--- src/inc/uefc_pkg.sv ---
package uefc_pkg;
    // Register indices on the 3-bit host address, normal bank.
    localparam logic [2:0] UEFC_A_DATA = 3'h0;
    localparam logic [2:0] UEFC_A_IER  = 3'h1;
    localparam logic [2:0] UEFC_A_FCR  = 3'h2;
    localparam logic [2:0] UEFC_A_LCR  = 3'h3;
    localparam logic [2:0] UEFC_A_MCR  = 3'h4;
    localparam logic [2:0] UEFC_A_LSR  = 3'h5;
    localparam logic [2:0] UEFC_A_MSR  = 3'h6;
    localparam logic [2:0] UEFC_A_SPR  = 3'h7;
    // Divisor bank (line control bit 7 set).
    localparam logic [2:0] UEFC_A_DLL  = 3'h0;
    localparam logic [2:0] UEFC_A_DLM  = 3'h1;
    // Enhanced bank (line control equal to the key).
    localparam logic [2:0] UEFC_A_EFR  = 3'h2;
    localparam logic [2:0] UEFC_A_FLOW_ON_CHAR_ONE = 3'h4;
    localparam logic [2:0] UEFC_A_FLOW_ON_CHAR_TWO = 3'h5;
    localparam logic [2:0] UEFC_A_XOF1 = 3'h6;
    localparam logic [2:0] UEFC_A_XOF2 = 3'h7;
    localparam logic [7:0] UEFC_ENH_KEY = 8'hBF;
    // Values after reset.
    localparam logic [7:0]  UEFC_RST_REG = 8'h00;
    localparam logic [7:0]  UEFC_RST_SPR = 8'hFF;
    localparam logic [15:0] UEFC_RST_DIV = 16'h0001;
    // Enhanced feature register bit positions.
    localparam int UEFC_EFR_UNLOCK = 4;
    localparam int UEFC_EFR_SPEC   = 5;
    localparam int UEFC_EFR_ARTS   = 6;
    localparam int UEFC_EFR_ACTS   = 7;
    // Bits that only change while the unlock bit is set.
    localparam logic [7:0] UEFC_IER_ENH = 8'hF0;
    localparam logic [7:0] UEFC_ISR_ENH = 8'h30;
    localparam logic [7:0] UEFC_FCR_ENH = 8'h30;
    localparam logic [7:0] UEFC_MCR_ENH = 8'hE4;
    // Receive flow-control compare selections.
    localparam logic [1:0] UEFC_RX_PAIR1 = 2'h2;
    localparam logic [1:0] UEFC_RX_PAIR2 = 2'h1;
    // Receive trigger levels, and the levels one above and one below.
    localparam logic [19:0] UEFC_TRIG_LVL = {5'h0E, 5'h08, 5'h04, 5'h01};
    localparam logic [19:0] UEFC_TRIG_HI  = {5'h10, 5'h0E, 5'h08, 5'h04};
    localparam logic [19:0] UEFC_TRIG_LO  = {5'h08, 5'h04, 5'h01, 5'h01};

    // One host bus request, sampled in a single cycle.
    typedef struct packed {
        logic [2:0] addr;
        logic [7:0] wdata;
        logic       wr;
        logic       rd;
    } uefc_bus_req_s;
endpackage

--- src/core/uefc_core.sv ---
`timescale 1ns/1ps
// Contract
// - Unlock bit gates writes to enhanced bits.
// - Reset clears enhanced bits and unlock bit.
// - Second Xoff match stored, status bit four set.
// - Compare bit zero against received LSB.
// - First pair select keeps normal behaviour.
// - Second pair select drops match, raises both.
// - Auto RTS interrupts at trigger level.
// - Auto RTS high above, low below level.
// - Without auto RTS, pin follows software.
// - Auto CTS halts transmit while CTS high.
// - Four write-only flow characters reset zero.
// - Divisor loads one only at power-up.
// - Reset clears deltas; status shows inverted inputs.
// - Select bits changed only through zero.
// - Auto CTS at bit seven; CTS status inverted.
module uefc_core #(
    parameter int DEPTH = 16
) (
    // Clock, pin reset and power-on reset.
    input  wire logic                   clk,
    input  wire logic                   rst_n,
    input  wire logic                   por_n,
    // Host register port.
    input  wire uefc_pkg::uefc_bus_req_s bus,
    output logic [7:0]                  rdata,
    // Received characters from the deserialiser.
    input  wire logic                   rx_valid,
    output logic                        rx_ready,
    input  wire logic [7:0]             rx_data,
    // Characters to the serialiser.
    output logic                        tx_valid,
    input  wire logic                   tx_ready,
    output logic [7:0]                  tx_data,
    // Modem pins, logic level.
    input  wire logic                   cts_pin,
    input  wire logic                   dsr_pin,
    input  wire logic                   ri_pin,
    input  wire logic                   cd_pin,
    output logic                        rts_pin,
    // Baud divisor and interrupt request.
    output logic [15:0]                 divisor,
    output logic                        irq
);
    import uefc_pkg::*;

    logic [7:0] interrupt_enable_reg;          // Interrupt enable.
    logic [7:0] fifo_control_reg;          // FIFO control, stored part.
    logic [7:0] lcr;          // Line control.
    logic [7:0] modem_control_reg;          // Modem control.
    logic [7:0] scratch_reg;          // Scratch.
    logic [7:0] enhanced_feature_control;          // Enhanced feature control.
    logic [7:0] flow_on_char_one;         // First Xon character.
    logic [7:0] flow_on_char_two;         // Second Xon character.
    logic [7:0] flow_off_char_one;        // First Xoff character.
    logic [7:0] flow_off_char_two;        // Second Xoff character.
    logic [7:0] isr_enh;      // Gated enhanced status bits 4-5.
    logic       thr_full;     // Transmit holding register loaded.
    logic       spec_f;       // Special character seen.
    logic       xoff_f;       // Xoff seen through the second pair.
    logic       rts_hold;     // Auto RTS asks the peer to stop.
    logic [3:0] msr_delta;    // Modem input change flags.
    logic [3:0] pin_prev;     // Modem inputs one cycle ago.
    logic [3:0] pins;         // Current modem inputs.
    logic       unlock;       // Enhanced bits may be written.
    logic       dlab;         // Divisor bank selected.
    logic       enh_bank;     // Enhanced bank selected.
    logic       wr_n;         // Write in the normal bank.
    logic       rd_n;         // Read in the normal bank.
    logic       match;        // Received char equals second Xoff.
    logic       spec_hit;     // Accepted char is a special match.
    logic       drop;         // Accepted char must not be stored.
    logic       f_valid;      // Push request into the buffer.
    logic       f_ready;      // Buffer has room.
    logic       f_out_v;      // Buffer holds a character.
    logic       f_pop;        // Host read of the holding register.
    logic [7:0] f_data;       // Oldest stored character.
    logic [$clog2(DEPTH):0] f_cnt;  // Buffer level.
    logic [4:0] lvl;          // Programmed trigger level.
    logic [4:0] lvl_hi;       // One level above.
    logic [4:0] lvl_lo;       // One level below.
    logic       trig;         // Level reached under auto RTS.
    logic [7:0] next_rdata;   // Read mux result.

    // Only the gated bits are protected; the rest always follow the write.
    function automatic logic [7:0] gate(input logic [7:0] old, input logic [7:0] nw,
                                        input logic [7:0] m, input logic en);
        gate = en ? nw : ((nw & ~m) | (old & m));
    endfunction

    assign pins     = {cd_pin, ri_pin, dsr_pin, cts_pin};
    assign unlock   = enhanced_feature_control[UEFC_EFR_UNLOCK];
    assign dlab     = lcr[7];
    assign enh_bank = (lcr == UEFC_ENH_KEY);
    assign wr_n     = bus.wr && !dlab;
    assign rd_n     = bus.rd && !dlab;

    // Bit 0 of the stored character lines up with the received LSB.
    assign match = enhanced_feature_control[UEFC_EFR_SPEC] && (rx_data == flow_off_char_two);
    // Second-pair compare swallows the match; first pair stores it.
    assign spec_hit = rx_valid && rx_ready && match;
    assign drop     = match && (enhanced_feature_control[1:0] == UEFC_RX_PAIR2);
    assign f_valid  = rx_valid && !drop;
    assign rx_ready = drop || f_ready;
    assign f_pop    = rd_n && (bus.addr == UEFC_A_DATA);

    uefc_fifo #(.W(8), .D(DEPTH)) u_fifo (
        .clk     (clk),
        .rst_n   (rst_n),
        .clr     (wr_n && bus.addr == UEFC_A_FCR && bus.wdata[1]),
        .s_valid (f_valid),
        .s_ready (f_ready),
        .s_data  (rx_data),
        .m_valid (f_out_v),
        .m_ready (f_pop),
        .m_data  (f_data),
        .count   (f_cnt)
    );

    // Interrupt enable; upper nibble only while unlocked.
    always_ff @(posedge clk) begin
        if (!rst_n) begin
            interrupt_enable_reg <= UEFC_RST_REG;
        end else if (wr_n && bus.addr == UEFC_A_IER) begin
            interrupt_enable_reg <= gate(interrupt_enable_reg, bus.wdata, UEFC_IER_ENH, unlock);
        end
    end

    // FIFO control; reset bit 1 acts on the write, and bits 1-2 are not kept.
    always_ff @(posedge clk) begin
        if (!rst_n) begin
            fifo_control_reg <= UEFC_RST_REG;
        end else if (wr_n && bus.addr == UEFC_A_FCR) begin
            fifo_control_reg <= gate(fifo_control_reg, bus.wdata & 8'hF9, UEFC_FCR_ENH, unlock);
        end
    end

    // Status bits 4-5 written through the same port as FIFO control
    // are held as enhanced settings, frozen while locked.
    always_ff @(posedge clk) begin
        if (!rst_n) begin
            isr_enh <= UEFC_RST_REG;
        end else if (wr_n && bus.addr == UEFC_A_FCR && unlock) begin
            isr_enh <= bus.wdata & UEFC_ISR_ENH;
        end
    end

    // Modem control; bits 2 and 5-7 only while unlocked.
    always_ff @(posedge clk) begin
        if (!rst_n) begin
            modem_control_reg <= UEFC_RST_REG;
        end else if (!enh_bank && bus.wr && bus.addr == UEFC_A_MCR) begin
            modem_control_reg <= gate(modem_control_reg, bus.wdata, UEFC_MCR_ENH, unlock);
        end
    end

    // Line control is written in every bank; scratch only while line control bit 7 is clear.
    always_ff @(posedge clk) begin
        if (!rst_n) begin
            lcr <= UEFC_RST_REG;
            scratch_reg <= UEFC_RST_SPR;
        end else if (bus.wr && bus.addr == UEFC_A_LCR) begin
            lcr <= bus.wdata;
        end else if (wr_n && bus.addr == UEFC_A_SPR) begin
            scratch_reg <= bus.wdata;
        end
    end

    // Enhanced feature register. A new select value is taken only from
    // zero or to zero, so a glitch through a mixed setting cannot occur.
    always_ff @(posedge clk) begin
        if (!rst_n) begin
            enhanced_feature_control <= UEFC_RST_REG;
        end else if (enh_bank && bus.wr && bus.addr == UEFC_A_EFR) begin
            enhanced_feature_control[7:4] <= bus.wdata[7:4];
            if (enhanced_feature_control[3:0] == 4'h0 || bus.wdata[3:0] == 4'h0) begin
                enhanced_feature_control[3:0] <= bus.wdata[3:0];
            end
        end
    end

    // Flow characters; write only, cleared by the reset pin only.
    always_ff @(posedge clk) begin
        if (!rst_n) begin
            flow_on_char_one  <= UEFC_RST_REG;
            flow_on_char_two  <= UEFC_RST_REG;
            flow_off_char_one <= UEFC_RST_REG;
            flow_off_char_two <= UEFC_RST_REG;
        end else if (enh_bank && bus.wr) begin
            if (bus.addr == UEFC_A_FLOW_ON_CHAR_ONE) begin
                flow_on_char_one <= bus.wdata;
            end
            if (bus.addr == UEFC_A_FLOW_ON_CHAR_TWO) begin
                flow_on_char_two <= bus.wdata;
            end
            if (bus.addr == UEFC_A_XOF1) begin
                flow_off_char_one <= bus.wdata;
            end
            if (bus.addr == UEFC_A_XOF2) begin
                flow_off_char_two <= bus.wdata;
            end
        end
    end

    // Divisor survives the reset pin; only power-on reloads it.
    always_ff @(posedge clk) begin
        if (!por_n) begin
            divisor <= UEFC_RST_DIV;
        end else if (dlab && !enh_bank && bus.wr && bus.addr == UEFC_A_DLL) begin
            divisor[7:0] <= bus.wdata;
        end else if (dlab && !enh_bank && bus.wr && bus.addr == UEFC_A_DLM) begin
            divisor[15:8] <= bus.wdata;
        end
    end

    // Special-character and Xoff flags; a new hit beats the clearing read.
    always_ff @(posedge clk) begin
        if (!rst_n) begin
            spec_f <= 1'b0;
            xoff_f <= 1'b0;
        end else begin
            if (spec_hit) begin
                spec_f <= 1'b1;
            end else if (rd_n && bus.addr == UEFC_A_FCR) begin
                spec_f <= 1'b0;
            end
            if (spec_hit && drop) begin
                xoff_f <= 1'b1;
            end else if (rd_n && bus.addr == UEFC_A_FCR) begin
                xoff_f <= 1'b0;
            end
        end
    end

    // Modem deltas; the sample taken during reset avoids a false change.
    always_ff @(posedge clk) begin
        pin_prev <= pins;
        if (!rst_n) begin
            msr_delta <= 4'h0;
        end else begin
            for (int i = 0; i < 4; i++) begin
                if (pins[i] != pin_prev[i]) begin
                    msr_delta[i] <= 1'b1;
                end else if (rd_n && bus.addr == UEFC_A_MSR) begin
                    msr_delta[i] <= 1'b0;
                end
            end
        end
    end

    // Trigger levels picked by the top two FIFO control bits.
    assign lvl    = UEFC_TRIG_LVL[fifo_control_reg[7:6]*5 +: 5];
    assign lvl_hi = UEFC_TRIG_HI[fifo_control_reg[7:6]*5 +: 5];
    assign lvl_lo = UEFC_TRIG_LO[fifo_control_reg[7:6]*5 +: 5];
    assign trig   = enhanced_feature_control[UEFC_EFR_ARTS] && (5'(f_cnt) >= lvl);

    // Hysteresis on the auto RTS request; between the bounds it holds.
    always_ff @(posedge clk) begin
        if (!rst_n || !enhanced_feature_control[UEFC_EFR_ARTS]) begin
            rts_hold <= 1'b0;
        end else if (5'(f_cnt) >= lvl_hi) begin
            rts_hold <= 1'b1;
        end else if (5'(f_cnt) < lvl_lo) begin
            rts_hold <= 1'b0;
        end
    end

    // Auto RTS takes the pin only once software has asserted RTS;
    // otherwise the pin is a plain software output (bit set = LOW).
    assign rts_pin = (enhanced_feature_control[UEFC_EFR_ARTS] && modem_control_reg[1]) ? rts_hold : !modem_control_reg[1];

    // Transmit holding register, emptied by the serialiser.
    always_ff @(posedge clk) begin
        if (!rst_n) begin
            thr_full <= 1'b0;
            tx_data  <= UEFC_RST_REG;
        end else if (wr_n && bus.addr == UEFC_A_DATA) begin
            thr_full <= 1'b1;
            tx_data  <= bus.wdata;
        end else if (tx_valid && tx_ready) begin
            thr_full <= 1'b0;
        end
    end

    // A high CTS stops the next character; one in flight finishes.
    assign tx_valid = thr_full && !(enhanced_feature_control[UEFC_EFR_ACTS] && cts_pin);

    // Interrupt request from the enabled sources.
    assign irq = (interrupt_enable_reg[0] && (trig || (f_out_v && !enhanced_feature_control[UEFC_EFR_ARTS])))
               || (interrupt_enable_reg[5] && (spec_f || xoff_f));

    // Read multiplexer; write-only and unmapped addresses read zero.
    always_comb begin
        next_rdata = 8'h00;
        if (enh_bank && bus.addr == UEFC_A_EFR) begin
            next_rdata = enhanced_feature_control;
        end else if (dlab && !enh_bank && bus.addr == UEFC_A_DLL) begin
            next_rdata = divisor[7:0];
        end else if (dlab && !enh_bank && bus.addr == UEFC_A_DLM) begin
            next_rdata = divisor[15:8];
        end else if (!enh_bank || bus.addr < UEFC_A_FLOW_ON_CHAR_ONE) begin
            unique case (bus.addr)
                UEFC_A_DATA: next_rdata = f_data;
                UEFC_A_IER:  next_rdata = interrupt_enable_reg;
                UEFC_A_FCR:  next_rdata = {{2{fifo_control_reg[0]}}, xoff_f, spec_f, 3'h0, !irq}
                                         | isr_enh;
                UEFC_A_LCR:  next_rdata = lcr;
                UEFC_A_MCR:  next_rdata = modem_control_reg;
                UEFC_A_LSR:  next_rdata = {1'b0, {2{!thr_full}}, 4'h0, f_out_v};
                UEFC_A_MSR:  next_rdata = {~pins, msr_delta};
                UEFC_A_SPR:  next_rdata = scratch_reg;
            endcase
        end
    end

    // Read data are registered one cycle after the strobe.
    always_ff @(posedge clk) begin
        if (!rst_n) begin
            rdata <= 8'h00;
        end else if (bus.rd) begin
            rdata <= next_rdata;
        end
    end

    // Locked writes leave the upper interrupt-enable bits alone.
    lock_hold_a: assert property (@(posedge clk) disable iff (!rst_n)
        (wr_n && bus.addr == UEFC_A_IER && !unlock) |=> interrupt_enable_reg[7:4] == $past(interrupt_enable_reg[7:4]))
        else $error("Locked write changed enhanced enable bits");

    // Feature, interrupt-enable, modem and FIFO control registers leave reset cleared.
    reset_clear_a: assert property (@(posedge clk) disable iff (!rst_n)
        $rose(rst_n) |-> (enhanced_feature_control == 8'h00 && interrupt_enable_reg == 8'h00 && modem_control_reg == 8'h00 && fifo_control_reg == 8'h00))
        else $error("Enhanced bits not cleared by reset");

    // A stored special match flags status bit four next cycle.
    spec_flag_a: assert property (@(posedge clk) disable iff (!rst_n)
        (spec_hit && !drop) |=> (spec_f && f_cnt != '0))
        else $error("Special match not flagged or not stored");

    // A second-pair match never enters the buffer yet raises both flags.
    xoff_drop_a: assert property (@(posedge clk) disable iff (!rst_n)
        (spec_hit && drop) |-> !f_valid ##1 (xoff_f && spec_f))
        else $error("Second Xoff stored or not flagged");

    // Auto RTS goes high once the upper level is reached.
    rts_high_a: assert property (@(posedge clk) disable iff (!rst_n)
        (enhanced_feature_control[UEFC_EFR_ARTS] && modem_control_reg[1] && 5'(f_cnt) >= lvl_hi)
        |=> (rts_pin || !enhanced_feature_control[UEFC_EFR_ARTS]))
        else $error("Auto RTS not deasserted above level");

    // Without auto RTS the pin mirrors the software bit.
    rts_soft_a: assert property (@(posedge clk) disable iff (!rst_n)
        !enhanced_feature_control[UEFC_EFR_ARTS] |-> (rts_pin == !modem_control_reg[1]))
        else $error("RTS pin does not follow software");

    // Auto CTS holds off transmit while CTS is high.
    cts_halt_a: assert property (@(posedge clk) disable iff (!rst_n)
        (enhanced_feature_control[UEFC_EFR_ACTS] && cts_pin) |-> !tx_valid)
        else $error("Transmit offered while CTS high");

    // Flow characters come out of reset at zero.
    xchar_reset_a: assert property (@(posedge clk) disable iff (!rst_n)
        $rose(rst_n) |-> (flow_on_char_one == 8'h00 && flow_on_char_two == 8'h00 && flow_off_char_one == 8'h00 && flow_off_char_two == 8'h00))
        else $error("Flow characters not cleared");

    // The reset pin alone keeps the divisor.
    div_keep_a: assert property (@(posedge clk) disable iff (!por_n)
        (!rst_n && !bus.wr) |=> divisor == $past(divisor))
        else $error("Divisor changed by pin reset");

    // Select bits never jump between two non-zero settings.
    efr_sel_a: assert property (@(posedge clk) disable iff (!rst_n)
        ($past(enhanced_feature_control[3:0]) != 4'h0 && enhanced_feature_control[3:0] != 4'h0) |-> enhanced_feature_control[3:0] == $past(enhanced_feature_control[3:0]))
        else $error("Flow select changed without passing zero");
endmodule

--- src/core/uefc_fifo.sv ---
`timescale 1ns/1ps
module uefc_fifo #(
    parameter int W = 8,
    parameter int D = 16
) (
    // Clock and reset.
    input  wire logic                 clk,
    input  wire logic                 rst_n,
    input  wire logic                 clr,
    // Fill side.
    input  wire logic                 s_valid,
    output logic                      s_ready,
    input  wire logic [W-1:0]         s_data,
    // Drain side.
    output logic                      m_valid,
    input  wire logic                 m_ready,
    output logic [W-1:0]              m_data,
    // Fill level.
    output logic [$clog2(D):0]        count
);
    localparam int AW = $clog2(D);

    logic [W-1:0]  mem [D];   // Storage words, each a register.
    logic [AW-1:0] wptr;      // Next slot to write.
    logic [AW-1:0] rptr;      // Oldest word.
    logic          push;      // Word accepted this cycle.
    logic          pop;       // Word drained this cycle.

    assign s_ready = (count != D[AW:0]);
    assign m_valid = (count != '0);
    assign push    = s_valid && s_ready;
    assign pop     = m_valid && m_ready;
    assign m_data  = mem[rptr];

    // Storage writes; no reset needed since count guards every read.
    always_ff @(posedge clk) begin
        if (push) begin
            mem[wptr] <= s_data;
        end
    end

    // Pointers and level; a clear empties the buffer at once.
    always_ff @(posedge clk) begin
        if (!rst_n || clr) begin
            wptr  <= '0;
            rptr  <= '0;
            count <= '0;
        end else begin
            if (push) begin
                wptr <= wptr + 1'b1;
            end
            if (pop) begin
                rptr <= rptr + 1'b1;
            end
            count <= count + {{AW{1'b0}}, push} - {{AW{1'b0}}, pop};
        end
    end
endmodule

--- config.mk ---
export PLATFORM = sky130hd
export DESIGN_NAME = uefc_core
export DESIGN_NICKNAME = d
export VERILOG_FILES = /design/src/inc/uefc_pkg.sv /design/src/core/uefc_core.sv /design/src/core/uefc_fifo.sv
export SDC_FILE = /design/constraint.sdc
export NUM_CORES = 1
export LEC_CHECK = 0
export BUFFER_PORTS_ARGS = -buffer_cell sky130_fd_sc_hd__buf_2
export CAP_MARGIN = 20
export CORE_UTILIZATION = 55
export DETAILED_ROUTE_END_ITERATION = 7
export HOLD_SLACK_MARGIN = 0.03
export PLACE_DENSITY = 0.76
export SYNTH_ARGS = -nofsm -noshare
export SYNTH_HDL_FRONTEND = slang
export SYNTH_SLANG_ARGS = --single-unit
--- constraint.sdc ---
create_clock -name clk -period 3.4 [get_ports clk]
set_clock_uncertainty 0.2 [all_clocks]
set_input_delay 1.02 -clock clk [delete_from_list [all_inputs] [get_ports clk]]
set_output_delay 1.02 -clock clk [all_outputs]
set_load 0.01 [all_outputs]
* After elaboration in Yosys (flattened, before gate mapping)
Memory sizes are Yosys's and may differ from the RTL's. A register that Yosys moved wholly into a read port is not among the register bits.
Index checks and enable logic that the tools add are counted.
** Storage, ports and cells
- Word-level logic and storage cells :: 157
- Memories kept :: 1
- Bits in registers :: 115
- Output and inout port bits :: 36
- Memory bits (writable) :: 128
** Operators by class
- Equality and inequality tests :: 15
- $mul :: 1
- Add/sub/neg operators :: 4
- Reductions and logical operators :: 72
- $lt $le $gt $ge :: 4
- Shift-type cells :: 3
- Bitwise operators :: 7
- Mux-type cells :: 25
** Memories
- u_fifo.mem :: words 16, bits a word 8, rd ports 1, clocked after memory_dff 1, wr ports 1, line uefc_fifo.sv:23 : logic [W-1:0] mem [D];
** Operators with widths (count)
- $pmux 8 s8 :: 1
- $shiftx 20x6->5 const A :: 3
- $mux 8 :: 7
- $logic_and 1x1->1 :: 39
- $or 8x6->8 :: 2
- $reduce_bool 2->1 :: 8
- $mux 1 :: 15
- $eq 3x3->1 const B :: 4
- $ge 5x5->1 :: 2
- $logic_not 1->1 :: 9
- $add 4x1->4 const B :: 2
- $eq 8x8->1 :: 1
- $eq 8x8->1 const B :: 1
- $logic_not 4->1 :: 2
- $logic_or 1x1->1 :: 8
- $mux 4 :: 2
- $or 4x8->8 :: 1
- $or 5x8->8 :: 1
- $reduce_and 2->1 :: 4
- $eq 3x2->1 const B :: 2
- $add 5x1->5 :: 1
- $lt 5x5->1 :: 1
- $mul 2x3->5 const B :: 1
- $ne 5x5->1 const B :: 1
- 9 further kinds :: 13

* Depth between registers and ports, before layout
- Depth in word-level cells :: 14
- Gate-level depth with buffers :: 14

* Cells and area by module
From an unflattened synthesis, not the netlist that was laid out.
** Second synthesis, totals
- Cells, all modules :: 870
- Area total of the unflattened synthesis :: 10866.7 um2
** By module, submodules not included
- uefc_fifo :: sequential area each 4184.0 um2, area each 5816.8 um2, times used 1, cells each 310
- uefc_core :: sequential area each 1941.9 um2, area each 5049.8 um2, times used 1, cells each 560

* Worst setup path before layout
OpenSTA, ideal clock, no wires.
- Path type :: input-to-reg
- From :: input bus[12] (netlist bit)
- To :: register u_fifo.count[4]
- Buffers on the path :: 2
- Stages :: 14
- Arrival time :: 3.267 ns
- Path slack :: -0.193 ns
- Cells stage by stage :: buf_2 > or3_1 > clkbuf_1 > nor3_2 > ha_1 > inv_1 > ha_1 > inv_1 > fa_1 > inv_1 > a21oi_1 > nor2_1 > or3_1 > a21oi_1
** On the way
- Word-level cells in the longest chain between the ends :: 4
- Elaborated cells on any way between the ends :: 8
** RTL lines
- start, declared :: line uefc_core.sv:26 : input wire uefc_pkg::uefc_bus_req_s bus,
- $logic_not 3->1 :: line uefc_core.sv:106 : assign f_pop = rd_n && (bus.addr == UEFC_A_DATA);
- $logic_and 1x1->1 :: line uefc_core.sv:106
- $logic_and 1x1->1 :: line uefc_fifo.sv:32 : assign pop = m_valid && m_ready;
- named net u_fifo.pop :: line uefc_fifo.sv:27 : logic pop;
- $sub 5x1->5 :: line uefc_fifo.sv:55 : count <= count + {{AW{1'b0}}, push} - {{AW{1'b0}}, pop};
- end signal, assigned :: line uefc_fifo.sv:55
- end, declared :: line uefc_fifo.sv:19 : output logic [$clog2(D):0] count
The timed path passes the listed nets, and every way through them passes these cells.
A chain may end at the register's enable or synchronous reset.

* Final worst setup path
- From :: register fifo_control_reg[6]
- To :: output irq
** On the way
- Word-level cells in the longest chain between the ends :: 7
** RTL lines
- start, declared :: line uefc_core.sv:49 : logic [7:0] fifo_control_reg;
- start signal, assigned :: line uefc_core.sv:135 : fifo_control_reg <= gate(fifo_control_reg, bus.wdata & 8'hF9, UEFC_FCR_ENH, unlock);
- $mul 2x3->5 :: line uefc_core.sv:253 : assign lvl = UEFC_TRIG_LVL[fifo_control_reg[7:6]*5 +: 5];
- $shiftx 20x6->5 :: line uefc_core.sv:253
- $ge 5x5->1 :: line uefc_core.sv:256 : assign trig = enhanced_feature_control[UEFC_EFR_ARTS] && (5'(f_cnt) >= lvl);
- $logic_and 1x1->1 :: line uefc_core.sv:256
- $logic_or 1x1->1 :: line uefc_core.sv:290 : assign irq = (interrupt_enable_reg[0] && (trig || (f_out_v && !enhanced_feature_control[UEFC_EFR_ARTS])))
- $logic_and 1x1->1 :: line uefc_core.sv:290
- $logic_or 1x1->1 :: line uefc_core.sv:291 : || (interrupt_enable_reg[5] && (spec_f || xoff_f));
- end, declared :: line uefc_core.sv:44 : output logic irq
No other way between the ends.

==> impl_metrics.toml <==
[critical_path]
critical-path-slowest-cell = "sky130_fd_sc_hd__dfxtp_2"
worst_ep_required_time_ps = 2180
regToRegStartpoint = "fifo_control_reg[6]"
timing.reg2reg.worst_path_depth = 19
timing_worst_setup_path_type = "reg2out"
worst-path-buf-inv = 2
cp_slowest_stage_delay_ps = 360
rr_endpoint = "rdata[0]"
worstPathMaxFanout = 3
worst-endpoint-arrival_ps = 2190
path_delay_family = "adder cells"
crit_chain = "inv_4 > ha_4 > ha_4 > nand2b_4 > a211oi_2 > o211ai_1 > nand3_2 > nand2_2 > buf_6"
nature_of_the_critical_path_startpoint = "flop"
critPathLaunch = "fifo_control_reg[6]"
worst-r2r-setup-slack_ps = 50
critical_path.endpoint_type = "output pin"
timing.critical_path.mode_cell = "sky130_fd_sc_hd__ha_4"

[clock_network]
cts_max_path_buffers = 3
cts_inserted_buffers = 25
worst_skew_pair.late_latency_ps = 530
clock_tree.htree_level_count = 1
tritoncts_num_sinks = 242
clock_tree_from_tritoncts = "yes"
path_clk_slew_ps = 60
cts_hold_buf = 0
cts_root_buffer = "sky130_fd_sc_hd__clkbuf_16"

[power]
power-per-cell-area_nw_per_um2 = 539
vdd_drop_max_mv = 0.510
power_switching_share_pct = 24.1
power.clock.fraction_pct = 40.5
pwr-share-seq_pct = 47.0
reported_leakage_power_nw = 4.75
power.switching_w = 0.00166
share_comb_of_total_power_pct = 12.5
cell_internal_pwr_w = 0.00525

[die]
design.die.area_um2 = 20200
coreArea_um2 = 19000
floorplan.initialDensity_pct = 57.0
chipHeight_um = 142
die_outline_width_um = 142
pin_count = 66
rows = 50

[drt]
wire_length_reported_by_the_detailed_router_mm = 27.1
routedWlPerCell_um = 21.4
detailedRoute.firstIterationViolations = 645
number_of_vias_per_cell_after_detailed_routing = 5.84
detail-route-antenna-nets = 0
total_iterations_of_the_first_detailed_routing_run = 5
routed-via-count = 7392
drc_errors = 0

[final_layout]
final_design_area_no_fill_um2 = 12800
layout_commonest_cell = "sky130_fd_sc_hd__edfxtp_1"
antenna_cells_inserted = 0
final_layout_size_suffix_gt1_share_pct = 24.8
flip_flop_count_of_the_largest_register_after_layout = 128
post_synthesis_to_final_layout_area_growth_pct = 18.6
mostFrequentLayoutCells = "128 x sky130_fd_sc_hd__edfxtp_1, 112 x sky130_fd_sc_hd__dfxtp_1, 77 x sky130_fd_sc_hd__nand2_1, 68 x sky130_fd_sc_hd__buf_4, 59 x sky130_fd_sc_hd__buf_2"
number_of_fill_cells = 1349
reg_top3 = "u_fifo.mem (128), divisor (16)"
instances_no_fill = 1265
post-route-util_pct = 67.6
largest_register = "u_fifo.mem"
final_net_count = 1041

[global_route]
grt_first_pass_wirelength_mm = 40.9
overall_routing_resource_usage_pct = 27.2
first_global_vias = 7169
gr-total-overflow = 0
grt_max_degree = 42
antenna_violations_before_repair = 0

[timing]
report.final.hold_viol_count = 0
fin_crit_ps = 3410
tns_ps = -11.4
setup_violations = 1
fin_worst_hold_slack_ps = 255
min_period_over_period_pct = 100
worst_slack_ps = -11.4
max_clock_freq_mhz = 293
slew_headroom_pct = 33.5
timing_worst_slew_pin_value_ps = 994
rsz_0062_raised_after_global_routing = "true"
timing_max_transition_violations_final = 0

[placed_design]
dp.cells = 1203
port_buf_inserts = 65
dpl_cell_area_um2 = 11700
gp_routability_congestion = 0.908
detailed_place_hpwl_mm = 18.1

[synth]
netlist-cell-type-count = 67
synth_nets = 934
yosys_most_used_dff = "sky130_fd_sc_hd__edfxtp_1"
yosys_warnings = 0
post_synth_instance_area_um2 = 10800
synth_sequential_area_ratio_pct = 56.7
avgSynthCellArea_um2 = 12.3
ys_ff_latch = 242
async_reset_ff_share_pct = 0
post_synth_edffs = 128
number_of_cells_produced_by_synthesis = 879

[min_path]
hold-path-cell-count = 2
worst_hold_path_type = "reg2reg"
hold_end = "interrupt_enable_reg[6]"
worst_hold_startpoint = "interrupt_enable_reg[6]"

[flow_run]
max_cap_viol_count = 0

[outcome]
outcome = "finished, violations left"
failing_checks = "negative setup slack"
[metal layers]
layer	GRT usage (%)	up-vias	wire length, um
met5	0	-	0
met4	11.8	0	1170
li1	-	3403	-
met1	36.0	3591	11400
met2	44.9	317	12800
met3	3.97	81	1700
[Yosys cell counts (17+ instances only)]
| cell type | n | area share, % |
|---|---|---|
| sky130_fd_sc_hd__nand2_1 | 78 | 2.7 |
| sky130_fd_sc_hd__edfxtp_1 | 128 | 36 |
| sky130_fd_sc_hd__mux4_2 | 29 | 6.0 |
| sky130_fd_sc_hd__buf_2 | 20 | 0.93 |
| sky130_fd_sc_hd__inv_1 | 30 | 1.0 |
| sky130_fd_sc_hd__nand3_1 | 38 | 1.8 |
| sky130_fd_sc_hd__a21boi_1 | 17 | 1.2 |
| sky130_fd_sc_hd__nor2b_1 | 57 | 3.3 |
| sky130_fd_sc_hd__a21oi_1 | 27 | 1.3 |
| sky130_fd_sc_hd__ha_1 | 24 | 2.8 |
| sky130_fd_sc_hd__clkbuf_1 | 28 | 0.97 |
| sky130_fd_sc_hd__mux2i_1 | 57 | 5.3 |
| sky130_fd_sc_hd__dfxtp_1 | 114 | 21 |
| sky130_fd_sc_hd__nor2_1 | 54 | 1.9 |
| sky130_fd_sc_hd__o21ai_0 | 22 | 1.0 |
[worst min-delay path, stage by stage, from the launching register on]
cell	delay (ps)
sky130_fd_sc_hd__dfxtp_1	310
sky130_fd_sc_hd__nand2_1	50
sky130_fd_sc_hd__a21boi_1	50
[stage by stage]
stage | power, W | worst slack [ps]
after floorplan | 0.00382 | 25.2
after global placement | 0.00406 | -152
after CTS | 0.00690 | 1.71
after global routing | 0.00716 | -84.9
final | 0.00691 | -11.4
after detailed placement | 0.00409 | -222
[cells by family (layout without fill, tap and decap cells)]
group | count (synthesis) | after routing | share of synthesized area, %
buffers and inverters | 85 | 211 | 3.58
DFF | 242 | 242 | 56.7
AOI/OAI and AO/OA | 120 | 120 | 7.24
adders and majority gates | 25 | 25 | 2.96
xor gates and xnor gates | 20 | 20 | 1.62
and+or+nand+nor | 286 | 286 | 13.8
muxes | 101 | 101 | 14.1
[layout make-up]
class	instances	area, um^2	share of cell area, %
Multi-Input combinational cell	552	4500	35.1
Clock buffer	39	759	5.92
Clock inverter	7	92.6	0.722
Timing Repair Buffer	135	900	7.02
Inverter	30	115	0.898
Tap cell	260	325	2.54
Sequential cell	242	6130	47.8
[worst max-delay path by stage]
stage / end / slack (ps) / cells after the start
finish: irq / -10 / 9
global route: irq / -80 / 9
CTS: rx_ready / 2 / 6
detailed placement: u_fifo.count[4] / -220 / 13
global placement: u_fifo.count[4] / -150 / 13
floorplan: u_fifo.count[4] / 30 / 13
[what timing repair did]
| action | CTS | global route |
|---|---|---|
| pin swaps | 9 | 11 |
| endpoints found under the setup margin | 2 | 3 |
| gates resized for setup | 16 | 22 |
| hold endpoints to repair | 0 | 0 |
| buffers inserted | 14 | 3 |
[power groups by stage]
stage               logic, W  registers [W]  clock network [W]
floorplan           0.000534        0.00329                  0
global placement    0.000759        0.00330                  0
detailed placement  0.000783        0.00331                  0
CTS                 0.000835        0.00325            0.00282
global route        0.000952        0.00326            0.00295
finish              0.000865        0.00325            0.00280
Note: power is estimated with default switching activity, not from simulation.
